`src/accel_readout_pkg.sv`:
```
// constants for the acceleration sample readout block
`default_nettype none
package accel_readout_pkg;
    // ------------------------------------------------------------------
    // register offsets
    // ------------------------------------------------------------------
    localparam logic [7:0] ADDR_SAMPLE_STATUS = 8'h00;
    localparam logic [7:0] ADDR_X_HIGH        = 8'h01;
    localparam logic [7:0] ADDR_X_LOW         = 8'h02;
    localparam logic [7:0] ADDR_Y_HIGH        = 8'h03;
    localparam logic [7:0] ADDR_Y_LOW         = 8'h04;
    localparam logic [7:0] ADDR_Z_HIGH        = 8'h05;
    localparam logic [7:0] ADDR_Z_LOW         = 8'h06;
    localparam logic [7:0] ADDR_LAST_DATA     = 8'h06;
    localparam logic [7:0] ADDR_RESET         = 8'h00;
    // ------------------------------------------------------------------
    // status field positions
    // ------------------------------------------------------------------
    localparam int READY_LSB        = 0;
    localparam int ANY_READY_BIT    = 3;
    localparam int OVERWRITE_LSB    = 4;
    localparam int ANY_OVERWRITE_BIT = 7;
    localparam int AXES             = 3;
    localparam int SAMPLE_BITS      = 10;
    // ------------------------------------------------------------------
    // reset values
    // ------------------------------------------------------------------
    localparam logic [7:0] STATUS_RESET = 8'h00;
    localparam logic [7:0] BYTE_RESET   = 8'h00;
    localparam logic [9:0] SAMPLE_RESET = 10'h000;
endpackage
`default_nettype wire

```
`src/accel_sample_status_readout.sv`:
```
// sample hold, status flags and burst read sequencing for a three-axis sensor
`timescale 1ns/1ns
`default_nettype none
// ----------------------------------------------------------------------
// Overview of operation
// - fast read burst skips every low-byte register
// - normal burst gives all six bytes in order
// - status bits: overwrites high nibble, readies low nibble
// - combined overwrite sets when any axis overwritten
// - combined overwrite clears after all three highs read
// - axis overwrite on unread sample, clears on high read
// - combined ready sets on any sample, clears after highs
// - axis ready sets on sample, clears on high read
// - samples held as two's complement values
// - x high byte holds sample bits nine to two
// - six data registers auto-increment from one to six
// - low byte readable only right after its high
// - low byte frozen at high read for pairing
// ----------------------------------------------------------------------
module accel_sample_status_readout
    import accel_readout_pkg::*;
#(
    parameter int WIDTH = SAMPLE_BITS
) (
    input  wire logic             clk,
    input  wire logic             rst_n,
    input  wire logic             sample_valid,
    input  wire logic [WIDTH-1:0] sample_x,
    input  wire logic [WIDTH-1:0] sample_y,
    input  wire logic [WIDTH-1:0] sample_z,
    input  wire logic [2:0]       sample_axis_en,
    output logic                  sample_ready,
    input  wire logic             fast_read,
    input  wire logic             addr_load,
    input  wire logic [7:0]       addr_in,
    input  wire logic             rd_req,
    output logic [7:0]            rd_data,
    output logic                  rd_valid
);
    // ------------------------------------------------------------------
    // two-entry sample buffer
    // ------------------------------------------------------------------
    localparam int ENTRY = 3 * WIDTH + 3;
    logic [ENTRY-1:0] buf_mem [2];
    logic             wr_ptr;
    logic             rd_ptr;
    logic [1:0]       buf_count;
    logic [1:0]       next_count;
    logic             push;
    logic             pop;
    logic             drain_ready;
    logic [ENTRY-1:0] head;

    // the drain stalls in a read cycle so a read and an update never collide
    assign drain_ready = !rd_req;
    assign push        = sample_valid && sample_ready;
    assign pop         = (buf_count != 2'd0) && drain_ready;
    assign next_count  = buf_count + {1'b0, push} - {1'b0, pop};
    assign head        = buf_mem[rd_ptr];

    always_ff @(posedge clk or negedge rst_n) begin
        if (!rst_n) begin
            wr_ptr       <= 1'b0;
            rd_ptr       <= 1'b0;
            buf_count    <= 2'd0;
            sample_ready <= 1'b1;
        end else begin
            if (push) begin
                wr_ptr <= !wr_ptr;
            end
            if (pop) begin
                rd_ptr <= !rd_ptr;
            end
            buf_count    <= next_count;
            sample_ready <= next_count != 2'd2;
        end
    end

    // storage has no reset: an entry is only read after it was written
    always_ff @(posedge clk) begin
        if (push) begin
            buf_mem[wr_ptr] <= {sample_axis_en, sample_z, sample_y, sample_x};
        end
    end

    // ------------------------------------------------------------------
    // sample registers and per-axis flags
    // ------------------------------------------------------------------
    logic [WIDTH-1:0] axis_data [AXES];
    logic [AXES-1:0]  axis_ready;
    logic [AXES-1:0]  axis_over;
    logic [AXES-1:0]  high_seen;
    logic [AXES-1:0]  high_hit;
    logic [AXES-1:0]  arrive;
    logic             any_ready;
    logic             any_over;
    logic [7:0]       addr;
    logic [7:0]       low_hold;
    logic [1:0]       last_high;
    logic             last_was_high;
    logic             all_read;

    genvar g;
    generate
        for (g = 0; g < AXES; g++) begin : g_axis
            assign arrive[g]   = pop && head[3*WIDTH+g];
            // a read refused by an address load clears nothing
            assign high_hit[g] = rd_req && !addr_load && (addr == ADDR_X_HIGH + 8'(2*g));
            always_ff @(posedge clk or negedge rst_n) begin
                if (!rst_n) begin
                    axis_data[g]  <= WIDTH'(SAMPLE_RESET);
                    axis_ready[g] <= 1'b0;
                    axis_over[g]  <= 1'b0;
                end else begin
                    if (arrive[g]) begin
                        // kept as raw two's complement, no sign handling needed
                        axis_data[g] <= head[g*WIDTH +: WIDTH];
                    end
                    if (arrive[g]) begin
                        axis_ready[g] <= 1'b1;
                    end else if (high_hit[g]) begin
                        axis_ready[g] <= 1'b0;
                    end
                    if (arrive[g] && axis_ready[g]) begin
                        axis_over[g] <= 1'b1;
                    end else if (high_hit[g]) begin
                        axis_over[g] <= 1'b0;
                    end
                end
            end
        end
    endgenerate

    // ------------------------------------------------------------------
    // combined flags
    // ------------------------------------------------------------------
    assign all_read = &(high_seen | high_hit);

    always_ff @(posedge clk or negedge rst_n) begin
        if (!rst_n) begin
            high_seen <= 3'b000;
            any_ready <= 1'b0;
            any_over  <= 1'b0;
        end else begin
            // a fresh sample on an axis means its high byte must be read again
            if (all_read) begin
                high_seen <= 3'b000;
            end else begin
                high_seen <= (high_seen | high_hit) & ~arrive;
            end
            // a new sample in the clearing cycle wins over the clear
            if (|arrive) begin
                any_ready <= 1'b1;
            end else if (all_read) begin
                any_ready <= 1'b0;
            end
            if (|(arrive & axis_ready)) begin
                any_over <= 1'b1;
            end else if (all_read) begin
                any_over <= 1'b0;
            end
        end
    end

    // ------------------------------------------------------------------
    // burst read sequencing
    // ------------------------------------------------------------------
    function automatic logic [7:0] next_addr(input logic [7:0] a, input logic fast);
        logic [7:0] n;
        n = a + 8'd1;
        // fast read walks status, then the high bytes only
        if (fast && (a == ADDR_X_HIGH || a == ADDR_Y_HIGH)) begin
            n = a + 8'd2;
        end else if (fast && a == ADDR_Z_HIGH) begin
            n = ADDR_SAMPLE_STATUS;
        end else if (a == ADDR_LAST_DATA) begin
            n = ADDR_SAMPLE_STATUS;
        end
        return n;
    endfunction

    always_ff @(posedge clk or negedge rst_n) begin
        if (!rst_n) begin
            addr          <= ADDR_RESET;
            rd_data       <= BYTE_RESET;
            rd_valid      <= 1'b0;
            low_hold      <= BYTE_RESET;
            last_high     <= 2'd0;
            last_was_high <= 1'b0;
        end else begin
            rd_valid <= rd_req;
            if (addr_load) begin
                addr          <= addr_in;
                last_was_high <= 1'b0;
            end else if (rd_req) begin
                addr          <= next_addr(addr, fast_read);
                last_was_high <= |high_hit;
                if (addr == ADDR_SAMPLE_STATUS) begin
                    rd_data <= {any_over, axis_over, any_ready, axis_ready};
                end else if (addr == ADDR_X_HIGH) begin
                    rd_data  <= axis_data[0][WIDTH-1 -: 8];
                    low_hold <= {axis_data[0][1:0], 6'b00_0000};
                    last_high <= 2'd0;
                end else if (addr == ADDR_Y_HIGH) begin
                    rd_data  <= axis_data[1][WIDTH-1 -: 8];
                    low_hold <= {axis_data[1][1:0], 6'b00_0000};
                    last_high <= 2'd1;
                end else if (addr == ADDR_Z_HIGH) begin
                    rd_data  <= axis_data[2][WIDTH-1 -: 8];
                    low_hold <= {axis_data[2][1:0], 6'b00_0000};
                    last_high <= 2'd2;
                end else if ((addr == ADDR_X_LOW || addr == ADDR_Y_LOW || addr == ADDR_Z_LOW)
                             && last_was_high && addr == ADDR_X_LOW + {5'd0, last_high, 1'b0}) begin
                    rd_data <= low_hold;
                end else begin
                    // out-of-sequence low reads and other addresses give zero
                    rd_data <= BYTE_RESET;
                end
            end
        end
    end
endmodule
`default_nettype wire

```
`config.mk`:
```
export PLATFORM = sky130hd
export DESIGN_NAME = accel_sample_status_readout
export DESIGN_NICKNAME = d
export VERILOG_FILES = /design/src/accel_readout_pkg.sv /design/src/accel_sample_status_readout.sv
export SDC_FILE = /design/constraint.sdc
export NUM_CORES = 1
export LEC_CHECK = 0
export ABC_AREA = 1
export BUFFER_PORTS_ARGS = -buffer_cell sky130_fd_sc_hd__buf_2
export CORE_UTILIZATION = 65
export CTS_BUF_LIST = sky130_fd_sc_hd__clkbuf_4
export CTS_CLUSTER_SIZE = 30
export DETAILED_ROUTE_END_ITERATION = 10
export PLACE_DENSITY = 0.91
export SYNTH_ARGS = -nofsm -noshare
export SYNTH_HDL_FRONTEND = slang
export SYNTH_SLANG_ARGS = --single-unit
```
`constraint.sdc`:
```
create_clock -name clk -period 5.22 [get_ports clk]
set_clock_uncertainty 0.2 [all_clocks]
set_input_delay 0.522 -clock clk [delete_from_list [all_inputs] [get_ports clk]]
set_output_delay 0.522 -clock clk [all_outputs]
set_load 0.01 [all_outputs]
```
# == Yosys cells after proc, flatten, opt, wreduce, memory -nomap -nowiden ==
# Memory sizes are Yosys's and may differ from the RTL's.
# Cells that the tools add are included.
# totals
ff_bits,74
out_inout_bits,10
inputBits,47
ram_bits,66
mem_count,1
wordCells,116
# op_classes
muxes,33
n_bitwise,6
n_eq_ne,8
addsub,5
reduce_logical,41
# mem_list
memory,words,word_bits,read_ports,rd_ports_with_merged_regs,wr,line_no,rtl
buf_mem,2,33,1,0,1,accel_sample_status_readout.sv:44,logic [ENTRY-1:0] buf_mem [2];
# ops
cell,n
$mux W8,13
$eq A8 B3 Y1 const B,3
$reduce_bool A2 Y1,10
$eq A8 B2 Y1 const B,2
$logic_and A1 B1 Y1,16
$mux W1,16
$reduce_or A3 Y1,3
$add A8 B1 Y8 const B,1
$add A8 B2 Y8 const B,1
$eq A8 B1 Y1 const B,1
$eq A8 B4 Y1,1
$logic_not A8 Y1,1
$and A3 B3 Y3,2
$mux W2,3
$add A2 B3 Y4 const A,1
$logic_not A1 Y1,4
$reduce_and A4 Y1,1
$logic_or A1 B1 Y1,3
$mux W3,1
$not A3 Y3,1
$or A3 B3 Y3,1
$reduce_and A3 Y1,1
$reduce_bool A3 Y1,1
$add A2 B1 Y2,1
other kinds (4),5

# == Logic depth before layout (Yosys ltp) ==
# Gate-level depths: netlist (run 1).
# depth
ltp_word,10
ltp_mapped,11
ltp_nobuf,11

# == Worst setup path before layout (run 1) ==
# No wires, ideal clock.
# synth_path
kind,register to register
startpoint,register sample_ready
endpoint,"memory buf_mem[0][0] in the netlist's numbering, enable pin"
path_buffers,0
path_slack_ns,2.538
synth_period_minus_slack_ns,2.682
stages_incl_launch_ff,3
setup_time_ns,0.423
required_ns,4.597
arrival_time_ns,2.059
cell_sequence,dfstp_2 > nand2_1 > nor2_1
# synth_via
elab_chain_cells,3
# synth_lines
element,line_no,rtl
start: declaration,accel_sample_status_readout.sv:32,"output logic sample_ready,"
start signal: assignment,accel_sample_status_readout.sv:66,sample_ready <= 1'b1;
start signal: assignment,accel_sample_status_readout.sv:75,sample_ready <= next_count != 2'd2;
$logic_and A1 B1 Y1,accel_sample_status_readout.sv:56,assign push = sample_valid && sample_ready;
$mux W1,accel_sample_status_readout.sv:81,if (push) begin
$mux W1 (not written as such),accel_sample_status_readout.sv:82,"buf_mem[wr_ptr] <= {sample_axis_en, sample_z, sample_y, sample_x};"
end: declaration,accel_sample_status_readout.sv:44,
# No other way between the ends.

# == Worst setup path in the final report (run 1) ==
# layout_path
startpoint,register rd_ptr
endpoint,register any_ready
# layout_via
elab_chain_cells,4
elab_cells_between_ends,7
cone_classes,1 x mux; 5 x reduce/logical; 1 x memory
# layout_lines
element,line_no,rtl
start: declaration,accel_sample_status_readout.sv:46,logic rd_ptr;
start signal: assignment,accel_sample_status_readout.sv:72,rd_ptr <= !rd_ptr;
$mem_v2 Z2 W33 (*),--,
$logic_and A1 B1 Y1,accel_sample_status_readout.sv:106,assign arrive[g] = pop && head[3*WIDTH+g];
$reduce_or A3 Y1 (*),accel_sample_status_readout.sv:152,if (|arrive) begin
$mux W1 or $reduce_bool A2 Y1 (tied branches),--,
end signal: assignment,accel_sample_status_readout.sv:142,any_ready <= 1'b0;
end signal: assignment,accel_sample_status_readout.sv:153,any_ready <= 1'b1;
end signal: assignment,accel_sample_status_readout.sv:155,any_ready <= 1'b0;
end: declaration,accel_sample_status_readout.sv:95,logic any_ready;
# Every way passes the cells marked *; elsewhere a longest branch is shown, timed or not.
# A chain may end at the register's enable or synchronous reset.

==> results of run 1 <==
flip-flops by register name, summed over array words and instances (netlist names):
signal,count
wr_ptr,1
rd_ptr,1
buf_count,2
sample_ready,1
addr,8
axis_ready,3
any_ready,1
axis_over,3
any_over,1
axis_data,30
rd_valid,1
low_hold,2
last_was_high,1
rd_data,8
high_seen,3
last_high,2
buf_mem,66
path summary, 6_finish.rpt:
kind,start,to,slack [ns],depth (start not counted)
max,rd_ptr,any_ready,2.80,6
min,addr_in[1],addr[1],0.03,3
max reg2reg,rd_ptr,any_ready,2.80,6
min reg2reg,rd_data[2],rd_data[2],0.29,2
max in group asynchronous,rst_n,addr[6],3.75,3
min in group asynchronous,rst_n,addr[5],0.49,3
cell usage in the layout, fill, tap and decap left out, types with 2 or more instances in the layout:
cell / Yosys / final
nand2_1: 154 / 154
inv_1: 69 / 69
dfrtp_1: 67 / 67
edfxtp_1: 66 / 66
o21ai_0: 63 / 63
buf_2: 7 / 56
dlygate4sd3_1: 0 / 36
nor2_1: 27 / 25
nand3_1: 20 / 20
a21oi_1: 18 / 18
clkbuf_4: 0 / 18
xor2_1: 9 / 9
inv_2: 8 / 8
ha_1: 8 / 8
nor2_2: 5 / 7
nand2_2: 7 / 7
o211ai_1: 7 / 7
nand2_4: 6 / 6
inv_6: 1 / 6
o22ai_1: 4 / 4
clkinvlp_4: 0 / 4
buf_4: 0 / 4
or2_2: 3 / 3
clkinv_2: 1 / 3
a22oi_1: 3 / 3
nand4_1: 3 / 3
o21ai_1: 3 / 3
nor2_4: 2 / 2
nor2_8: 2 / 2
nand3_4: 2 / 2
nand3_2: 2 / 2
o221ai_1: 2 / 2
bufinv_16: 0 / 2
layer usage:
metal  GRT usage (%)  share of wire (%)
met1            35.6                 38
met2            52.1                 51
met3            7.70                6.8
met4            14.7                3.9
met5            1.10                  0
power groups by stage:
stage,Clock (mW),Sequential (mW),Combinational [mW]
floorplan,0,1.50,0.502
global placement,0,1.52,0.609
detailed placement,0,1.54,0.663
CTS,0.691,1.52,0.697
global route,0.737,1.55,0.800
finish,0.688,1.53,0.711
cell type report:
cell class / instances / area (µm²) / share of cell area, %
sequential: 134 / 3680 / 53.2
clock buffer: 18 / 135 / 1.95
clock inverter: 14 / 148 / 2.13
inverter: 80 / 309 / 4.46
multi-input combinational: 355 / 1840 / 26.6
tap: 108 / 135 / 1.95
timing repair buffer: 96 / 671 / 9.69
metrics by stage:
step / cells / hold slack, ns / cell area [µm²] / setup slack [ns] / power (mW)
2_1_floorplan: 587 / 0.0264 / 5930 / 2.54 / 2.00
3_3_place_gp: 737 / 0.259 / 6280 / 3.08 / 2.13
3_5_place_dp: 737 / 0.268 / 6280 / 2.89 / 2.20
4_1_cts: 805 / 0.00958 / 6920 / 2.85 / 2.91
5_1_grt: 805 / 0.0222 / 6920 / 2.62 / 3.09
6_report: 805 / 0.0256 / 6920 / 2.80 / 2.93
worst max-delay path: stages, from the launching register on:
cell and delay [ns]:
dfrtp_1 0.35, buf_4 0.46, o21ai_0 0.18, nand2_1 0.52
inv_1 0.25, nor3_1 0.27, nand2_1 0.09
timing repair:
action	CTS	global route
endpoints found under the setup margin	0	0
hold buffers	36	0
endpoints found under the hold margin	133	0
logic make-up (layout without fill, tap and decap cells):
kind of cell,count (synthesis),after routing,share of synthesized area (%)
and+or+nand+nor,236,236,18.5
DFF,134,134,62.2
AOI/OAI and AO/OA,100,100,9.08
buffers and inverters,98,208,6.90
xor gates and xnor gates,10,10,1.48
adders and majority gates,8,8,1.69
muxes,1,1,0.190
==> flow_metrics.py, run 1 <==
metrics = {
    "outcome": {
        "status": "complete, no violations",
    },
    "timing": {
        "unrepaired_setup_endpoints_after_global_routing": "no",
        "totalNegativeSetupSlack_ns": 0,
        "worstMarginPinSlew_ns": 0.859,
        "finalMaxSlewViolations": 0,
        "timing_hold_violations_final": 0,
        "period_minus_slack_ns": 2.42,
        "setup_violations": 0,
        "max_clock_freq_mhz": 414,
        "worst_slew_margin_rel_pct": 42.7,
        "timing.final.crit_share_pct": 46.3,
    },
    "floorplanning": {
        "die_h_um": 97.5,
        "core-area_mm2": 0.00876,
        "rows": 34,
        "floorplan.initialDensity_pct": 67.6,
        "io_pins": 57,
        "die_outline_area_mm2": 0.00951,
        "die_w_um": 97.5,
    },
    "worst_setup_path": {
        "crit_arrival_ns": 2.65,
        "start_kind": "register",
        "required_time_of_the_worst_setup_path_ns": 5.45,
        "cp-end-kind": "register",
        "critical_path.max_fanout": 66,
        "path_class": "register to register",
    },
    "placed_design": {
        "global_placement_routability_congestion": 0.883,
        "hpwlAfterDp_mm": 8.09,
        "buffer_ports.inserted": 56,
    },
    "power": {
        "cellLeakagePower_nw": 3.29,
        "p_int_mw": 1.92,
        "power.density_cell_area_mw_per_mm2": 424,
        "clockPowerShare_pct": 23.5,
        "power_switching_mw": 1.01,
        "seqPwrFrac_pct": 52.3,
        "combinational_share_of_power_pct": 24.3,
        "peakVddDrop_mv": 0.255,
        "power.switching_fraction_pct": 34.6,
    },
    "logic_synthesis": {
        "most_common_cell_in_the_synthesized_netlist": "nand2_1",
        "synth_cell_type_count": 39,
        "synth_area_leader_cell": "edfxtp_1",
        "synthTopCellsByCount": "154 x nand2_1, 69 x inv_1, 67 x dfrtp_1",
        "synthFlopType": "dfrtp_1",
        "proportion_of_netlist_area_held_by_the_largest_area_contributor_pct": 33.4,
        "syn-num-nets": 642,
        "postSynth.asyncResetShare_pct": 50.7,
        "synth.avg_cell_area_um2": 10.1,
        "ys_seq_area_share_pct": 62.2,
        "synth-edff-count": 66,
        "synth.ff_latch_count": 134,
        "yosys_warnings": 0,
        "netlist_top_cells_area": "edfxtp_1 33%, dfrtp_1 28%, nand2_1 9.8%, o21ai_0 5.3%, inv_1 4.4%",
        "syn_area_mm2": 0.00593,
        "synthCells": 587,
    },
    "detailed_routing": {
        "remaining_drc_errors": 0,
        "drtPass1Iterations": 6,
        "detail_route.vias_per_cell": 5.67,
        "detailedRoute.firstIterationViolations": 462,
        "antenna_violating_nets_left": 0,
        "routed-via-count": 4564,
        "wl_per_cell_um": 16.6,
        "wirelength_mm": 13.4,
    },
    "clocking": {
        "ctsResizeCount": 0,
        "numCtsBuffers": 17,
        "post_cts.repair.setup_buffers": 0,
        "cts_max_path_buffers": 2,
        "clockRootBuffer": "clkbuf_4",
        "tritoncts": "yes",
        "later_pin_clock_latency_in_the_skew_report_ns": 0.53,
        "clock_tree.htree_level_count": 4,
        "cts.sinks": 134,
        "register_clock_pin_slew_on_the_reported_worst_setup_and_hold_paths_ns": 0.12,
    },
    "grt": {
        "grt_first_pass_wirelength_mm": 22.1,
        "number_of_global_route_vias_before_repair": 4590,
        "globalRouteTotalUtil_pct": 30.4,
        "grt_overflow": 0,
        "grt_start_max_net_pins": 69,
        "number_of_antenna_violations_at_the_first_check_in_global_routing": 0,
    },
    "finish": {
        "antenna_cells_inserted": 0,
        "finish.net_count": 739,
        "final_util_pct": 79.0,
        "area_growth_pct": 16.8,
        "fill_cells": 494,
        "drive_above_1_share_pct": 19.5,
    },
    "hold_path": {
        "timing.hold.worst.class": "input pin to register",
    },
    "run": {
        "timing.max_cap.violations": 0,
    },
}
No activity file was read; power rests on OpenSTA's default activity.
==> run 2, diff against run 1 <==
Settings changed: CORE_UTILIZATION 65 to 55, PLACE_DENSITY 0.91 to 0.83.
Clock period 5.22 ns to 2 ns, I/O delays scaled along.
==> run 2 against run 1 <==
Net effect: core utilization decreased by 8.5 points; worst setup slack got worse by 2.7 ns; critical path type unchanged; global-route usage decreased by 5.1 points; first-iteration DRC count decreased by 17%.
==> flow_metrics.py, run 2 (same netlist as run 1, synthesis figures left out) <==
metrics = {
    "outcome": {
        "status": "complete, no violations",
    },
    "floorplanning": {
        "die_h_um": 106,
        "rows": 37,
        "core-area_mm2": 0.0104,
        "die_w_um": 106,
        "io_pins": 57,
        "floorplan.initialDensity_pct": 57.2,
        "die_outline_area_mm2": 0.0112,
    },
    "hold_path": {
        "whs_path_depth": 2,
        "timing.hold.worst.class": "input pin to register",
        "holdPathEnd": "buf_mem[1][2]",
        "min-delay-start": "sample_x[2]",
    },
    "placed_design": {
        "hpwlAfterDp_mm": 8.13,
        "global_placement_routability_congestion": 0.936,
        "buffer_ports.inserted": 56,
        "placedCellCount": 772,
    },
    "finish": {
        "largest_registers_in_the_final_layout": "buf_mem x66, axis_data x30",
        "max_ffs_per_register": 66,
        "top_register": "buf_mem",
        "drive_above_1_share_pct": 20.4,
        "area_growth_pct": 23.3,
        "most_common_cell_after_layout_fill_and_taps_aside": "nand2_1",
        "final_cell_mix": "154 x nand2_1, 68 x inv_1, 66 x edfxtp_1",
        "instances_no_fill": 859,
        "finish.net_count": 764,
        "fill_cells": 745,
    },
    "clocking": {
        "register_clock_pin_slew_on_the_reported_worst_setup_and_hold_paths_ns": 0.12,
        "tritoncts": "yes",
        "cts_max_path_buffers": 2,
        "clock_tree.htree_level_count": 4,
        "cts.sinks": 134,
        "clockRootBuffer": "clkbuf_4",
        "numCtsBuffers": 17,
        "later_pin_clock_latency_in_the_skew_report_ns": 0.54,
    },
    "grt": {
        "grt_first_pass_wirelength_mm": 21.5,
        "number_of_global_route_vias_before_repair": 4594,
        "number_of_antenna_violations_at_the_first_check_in_global_routing": 1,
        "grt_overflow": 0,
        "globalRouteTotalUtil_pct": 25.2,
        "grt_start_max_net_pins": 69,
    },
    "detailed_routing": {
        "wirelength_mm": 12.7,
        "detailedRoute.firstIterationViolations": 383,
        "drtPass1Iterations": 7,
        "routed-via-count": 4479,
        "detail_route.vias_per_cell": 5.21,
        "remaining_drc_errors": 0,
        "antenna_violating_nets_left": 0,
        "wl_per_cell_um": 14.8,
    },
    "timing": {
        "worst_slew_margin_rel_pct": 65.2,
        "finalMaxSlewViolations": 0,
        "worstMarginPinSlew_ns": 0.522,
        "unrepaired_setup_endpoints_after_global_routing": "yes",
        "timing_hold_violations_final": 0,
        "timing.final.crit_share_pct": 95.3,
        "totalNegativeSetupSlack_ns": 0,
        "max_clock_freq_mhz": 525,
        "setup_violations": 0,
        "hold_ws_ns": 0.162,
        "period_minus_slack_ns": 1.91,
    },
    "worst_setup_path": {
        "cp-end-kind": "register",
        "crit_chain": "inv_2 > ha_1 > inv_1 > nor2_2 > nand2_4 > inv_6 > nand2_2 > nand2_4 > nand3_4 > nand2_1 > nand2_1",
        "worst_path_largest_cell_delay_ns": 0.47,
        "ff2ff_path_depth": 11,
        "start_kind": "register",
        "critPathSlowestCell": "dfrtp_2",
        "critical_path.max_fanout": 9,
        "crit_reg_reg_startpoint": "addr[1]",
        "rr_endpoint": "any_over",
        "regToRegSetupSlack_ns": 0.09,
        "required_time_of_the_worst_setup_path_ns": 2.24,
        "path_class": "register to register",
        "crit_arrival_ns": 2.14,
    },
    "power": {
        "power.density_cell_area_mw_per_mm2": 1110,
        "cellLeakagePower_nw": 3.45,
        "peakVddDrop_mv": 0.797,
    },
    "run": {
        "timing.max_cap.violations": 0,
    },
}
-- run 2: cell count changes in the layout (fill, tap and decap cells not counted), sizes merged --
cell and delta:
buf +8, bufinv +4, clkbuf +3, clkinv +1
clkinvlp -3, diode +1, dlygate4sd3 +17, inv -5
-- run 2: final cells by class --
cell class                 count  area [µm²]  area share (%)
sequential                   134        3690            50.4
multi-input combinational    355        1840            25.2
timing repair buffer         121         938            12.8
inverter                      80         309            4.23
clock inverter                11         205            2.81
tap                          136         170            2.33
clock buffer                  21         158            2.16
antenna                        1        2.50          0.0342
-- run 2: report_power, final --
part	leakage (nW)	total, mW	switching, mW	internal (mW)
Clock	0.193	2.22	0.936	1.29
Sequential	1.43	3.99	0.351	3.63
Combinational	1.83	1.94	1.23	0.714
-- run 2: through the flow --
| stage | total power [mW] | utilization (%) | setup slack, ns | instance area (µm²) |
|---|---|---|---|---|
| 6_report | 8.15 | 70.5 | 0.0949 | 7310 |
| 5_1_grt | 8.62 | 70.5 | -0.0174 | 7310 |
| 4_1_cts | 8.14 | 70.4 | 0.000735 | 7300 |
| 3_5_place_dp | 5.85 | 61.8 | 0.0968 | 6400 |
| 3_3_place_gp | 5.73 | 61.8 | 0.182 | 6400 |
| 2_1_floorplan | 5.22 | - | -0.154 | 5930 |
-- run 2: how the worst max path moves through the flow --
stage / startpoint / endpoint
floorplan: sample_ready / buf_mem[0][0]
global placement: addr[1] / high_seen[1]
detailed placement: addr[1] / any_ready
CTS: addr[1] / any_over
global route: addr[1] / addr[0]
finish: addr[1] / any_over
-- run 2: worst max-delay path: cells and delay by family, from the launching register on --
kind	cells	cell delay (ns)
and+or+nand+nor	7	0.68
buffers and inverters	3	0.30
adders and majority gates	1	0.16
DFF	1	0.47
-- run 2: per-layer routing --
layer	part of all wire (%)	routed length (µm)	vias to the layer above	GRT usage, %
li1	-	-	2161	-
met3	5.0	640	38	6.43
met4	3.1	396	0	12.3
met1	42	5370	2119	30.8
met2	49	6280	161	41.8
met5	0	0	-	0
-- run 2: timing repair --
action                                  in CTS  in global routing
resized for setup                            0                  4
endpoints found under the hold margin      148                  0
hold buffers                                53                  0
endpoints found under the setup margin       0                 21
setup buffers                                0                  1
==> run 3, diff against run 2 <==
Settings changed: PLACE_DENSITY 0.83 to default, PLACE_DENSITY_LB_ADDON from default to 0.08.
==> run 3 against run 2 <==
Net effect: critical path depth is the same; global-route usage is 1.5 points lower; sequential power about the same; final area fell by 0.48%; worst hold slack improved by 0.015 ns; die area did not move; routed wire length is 5.4% lower; non-clock buffer count increased by 2; critical endpoint is now any_ready; largest power group unchanged.
==> flow_metrics.py, run 3 (same netlist as run 1, synthesis figures left out) <==
metrics = {
    "detailed_routing": {
        "remaining_drc_errors": 0,
        "wl_per_cell_um": 14.0,
        "routed-via-count": 4301,
        "wirelength_mm": 12.0,
        "detailedRoute.firstIterationViolations": 250,
        "drtPass1Iterations": 6,
        "detail_route.vias_per_cell": 5.00,
        "antenna_violating_nets_left": 0,
    },
    "worst_setup_path": {
        "start_kind": "register",
        "critical_path.max_fanout": 9,
        "crit_arrival_ns": 2.11,
        "rr_endpoint": "any_ready",
        "ff2ff_path_depth": 11,
        "cp-end-kind": "register",
        "timing.critical_path.max_delay_family": "simple AND/OR/NAND/NOR gates",
        "crit_chain": "inv_1 > ha_1 > inv_1 > nor2_4 > nand2_4 > inv_6 > nand2_2 > nand2_4 > nand3_4 > nand2_1 > nand2_1",
        "regToRegSetupSlack_ns": 0.10,
        "path_class": "register to register",
        "critPathBufInv": 3,
        "required_time_of_the_worst_setup_path_ns": 2.21,
        "worst_path_largest_cell_delay_ns": 0.46,
        "crit_reg_reg_startpoint": "addr[1]",
        "critPathSlowestCell": "dfrtp_2",
    },
    "outcome": {
        "status": "complete, no violations",
    },
    "floorplanning": {
        "io_pins": 57,
        "core-area_mm2": 0.0104,
        "die_outline_area_mm2": 0.0112,
        "floorplan.initialDensity_pct": 57.2,
        "die_h_um": 106,
        "die_w_um": 106,
        "rows": 37,
    },
    "finish": {
        "most_common_cell_after_layout_fill_and_taps_aside": "nand2_1",
        "ff_latch_area_mm2": 0.00369,
        "multi_input_comb_area_mm2": 0.00185,
        "instances_no_fill": 860,
        "largest_registers_in_the_final_layout": "buf_mem x66, axis_data x30",
        "finish.net_count": 766,
        "drive_above_1_share_pct": 20.6,
        "antenna_cells_inserted": 0,
        "area_growth_pct": 22.8,
        "fill_cells": 784,
        "max_ffs_per_register": 66,
        "final_cell_mix": "154 x nand2_1, 69 x inv_1, 66 x edfxtp_1",
        "top_register": "buf_mem",
    },
    "grt": {
        "grt_first_pass_wirelength_mm": 20.3,
        "grtUsageMet3_pct": 5.50,
        "number_of_antenna_violations_at_the_first_check_in_global_routing": 0,
        "grt_start_max_net_pins": 69,
        "number_of_global_route_vias_before_repair": 4298,
        "use_met2_pct": 38.4,
        "grt_overflow": 0,
        "globalRouteTotalUtil_pct": 23.8,
        "top_usage_layer": "met2",
        "grt_util_met1_pct": 31.7,
    },
    "timing": {
        "timing.final.crit_share_pct": 94.9,
        "period_minus_slack_ns": 1.90,
        "max_clock_freq_mhz": 527,
        "setup_violations": 0,
        "unrepaired_setup_endpoints_after_global_routing": "no",
        "timing_hold_violations_final": 0,
        "finalMaxSlewViolations": 0,
        "totalNegativeSetupSlack_ns": 0,
        "hold_ws_ns": 0.176,
        "worst_slew_margin_rel_pct": 73.1,
        "worstMarginPinSlew_ns": 0.404,
    },
    "placed_design": {
        "placedCellCount": 774,
        "global_placement_routability_congestion": 0.888,
        "hpwlAfterDp_mm": 8.01,
        "buffer_ports.inserted": 56,
    },
    "clocking": {
        "register_clock_pin_slew_on_the_reported_worst_setup_and_hold_paths_ns": 0.12,
        "clock_tree.htree_level_count": 4,
        "tritoncts": "yes",
        "cts_max_path_buffers": 2,
        "clockRootBuffer": "clkbuf_4",
        "cts.sinks": 134,
        "later_pin_clock_latency_in_the_skew_report_ns": 0.53,
        "numCtsBuffers": 17,
    },
    "power": {
        "cellLeakagePower_nw": 3.42,
        "peakVddDrop_mv": 1.04,
        "power.total_mw": 7.82,
        "power.density_cell_area_mw_per_mm2": 1080,
    },
    "hold_path": {
        "min-delay-start": "sample_y[3]",
        "timing.hold.worst.class": "input pin to register",
        "whs_path_depth": 2,
        "holdPathEnd": "buf_mem[0][13]",
    },
    "run": {
        "timing.max_cap.violations": 0,
    },
}
-- run 3: per-stage QoR --
stage	util, %	setup WS, ns	cell area (µm²)
finish	70.2	0.101	7280
global route	70.2	0.00935	7280
CTS	70.0	0.0491	7260
detailed placement	61.9	0.125	6420
global placement	61.9	0.196	6420
floorplan	-	-0.154	5930
-- run 3: worst max-delay path by stage --
| stage | start | endpoint | slack (ns) | depth (start not counted) |
|---|---|---|---|---|
| floorplan | sample_ready | buf_mem[0][0] | -0.15 | 2 |
| global placement | addr[0] | high_seen[1] | 0.20 | 9 |
| detailed placement | addr[1] | any_ready | 0.13 | 11 |
| CTS | addr_load | addr[4] | 0.05 | 7 |
| global route | addr[1] | addr[0] | 0.009 | 11 |
| finish | addr[1] | any_ready | 0.10 | 11 |
-- run 3: area by class of cell --
cell class              count  share of cell area (%)
repair buffers            123                    13.1
clock inverters            14                    2.41
flip-flops and latches    134                    50.7
inverters                  80                    4.25
clock buffers              18                    1.86
multi-input cells         355                    25.4
well taps                 136                    2.34
-- run 3: repair_timing --
action	in CTS	in global routing
buffers inserted	0	1
resized for setup	0	4
hold buffers	53	0
setup endpoints to repair	0	11
hold endpoints to repair	155	0
-- run 3: report_power, final --
group          internal (mW)  switching (mW)
logic                  0.717            1.20
clock network          0.892            1.04
registers               3.63           0.343
total                   5.24            2.58
-- run 3: routing by layer --
metal,vias to the layer above,part of all wire (%)
li1,2170,-
met1,1987,47
met2,117,47
met3,27,4.9
met4,0,2.0
met5,-,0
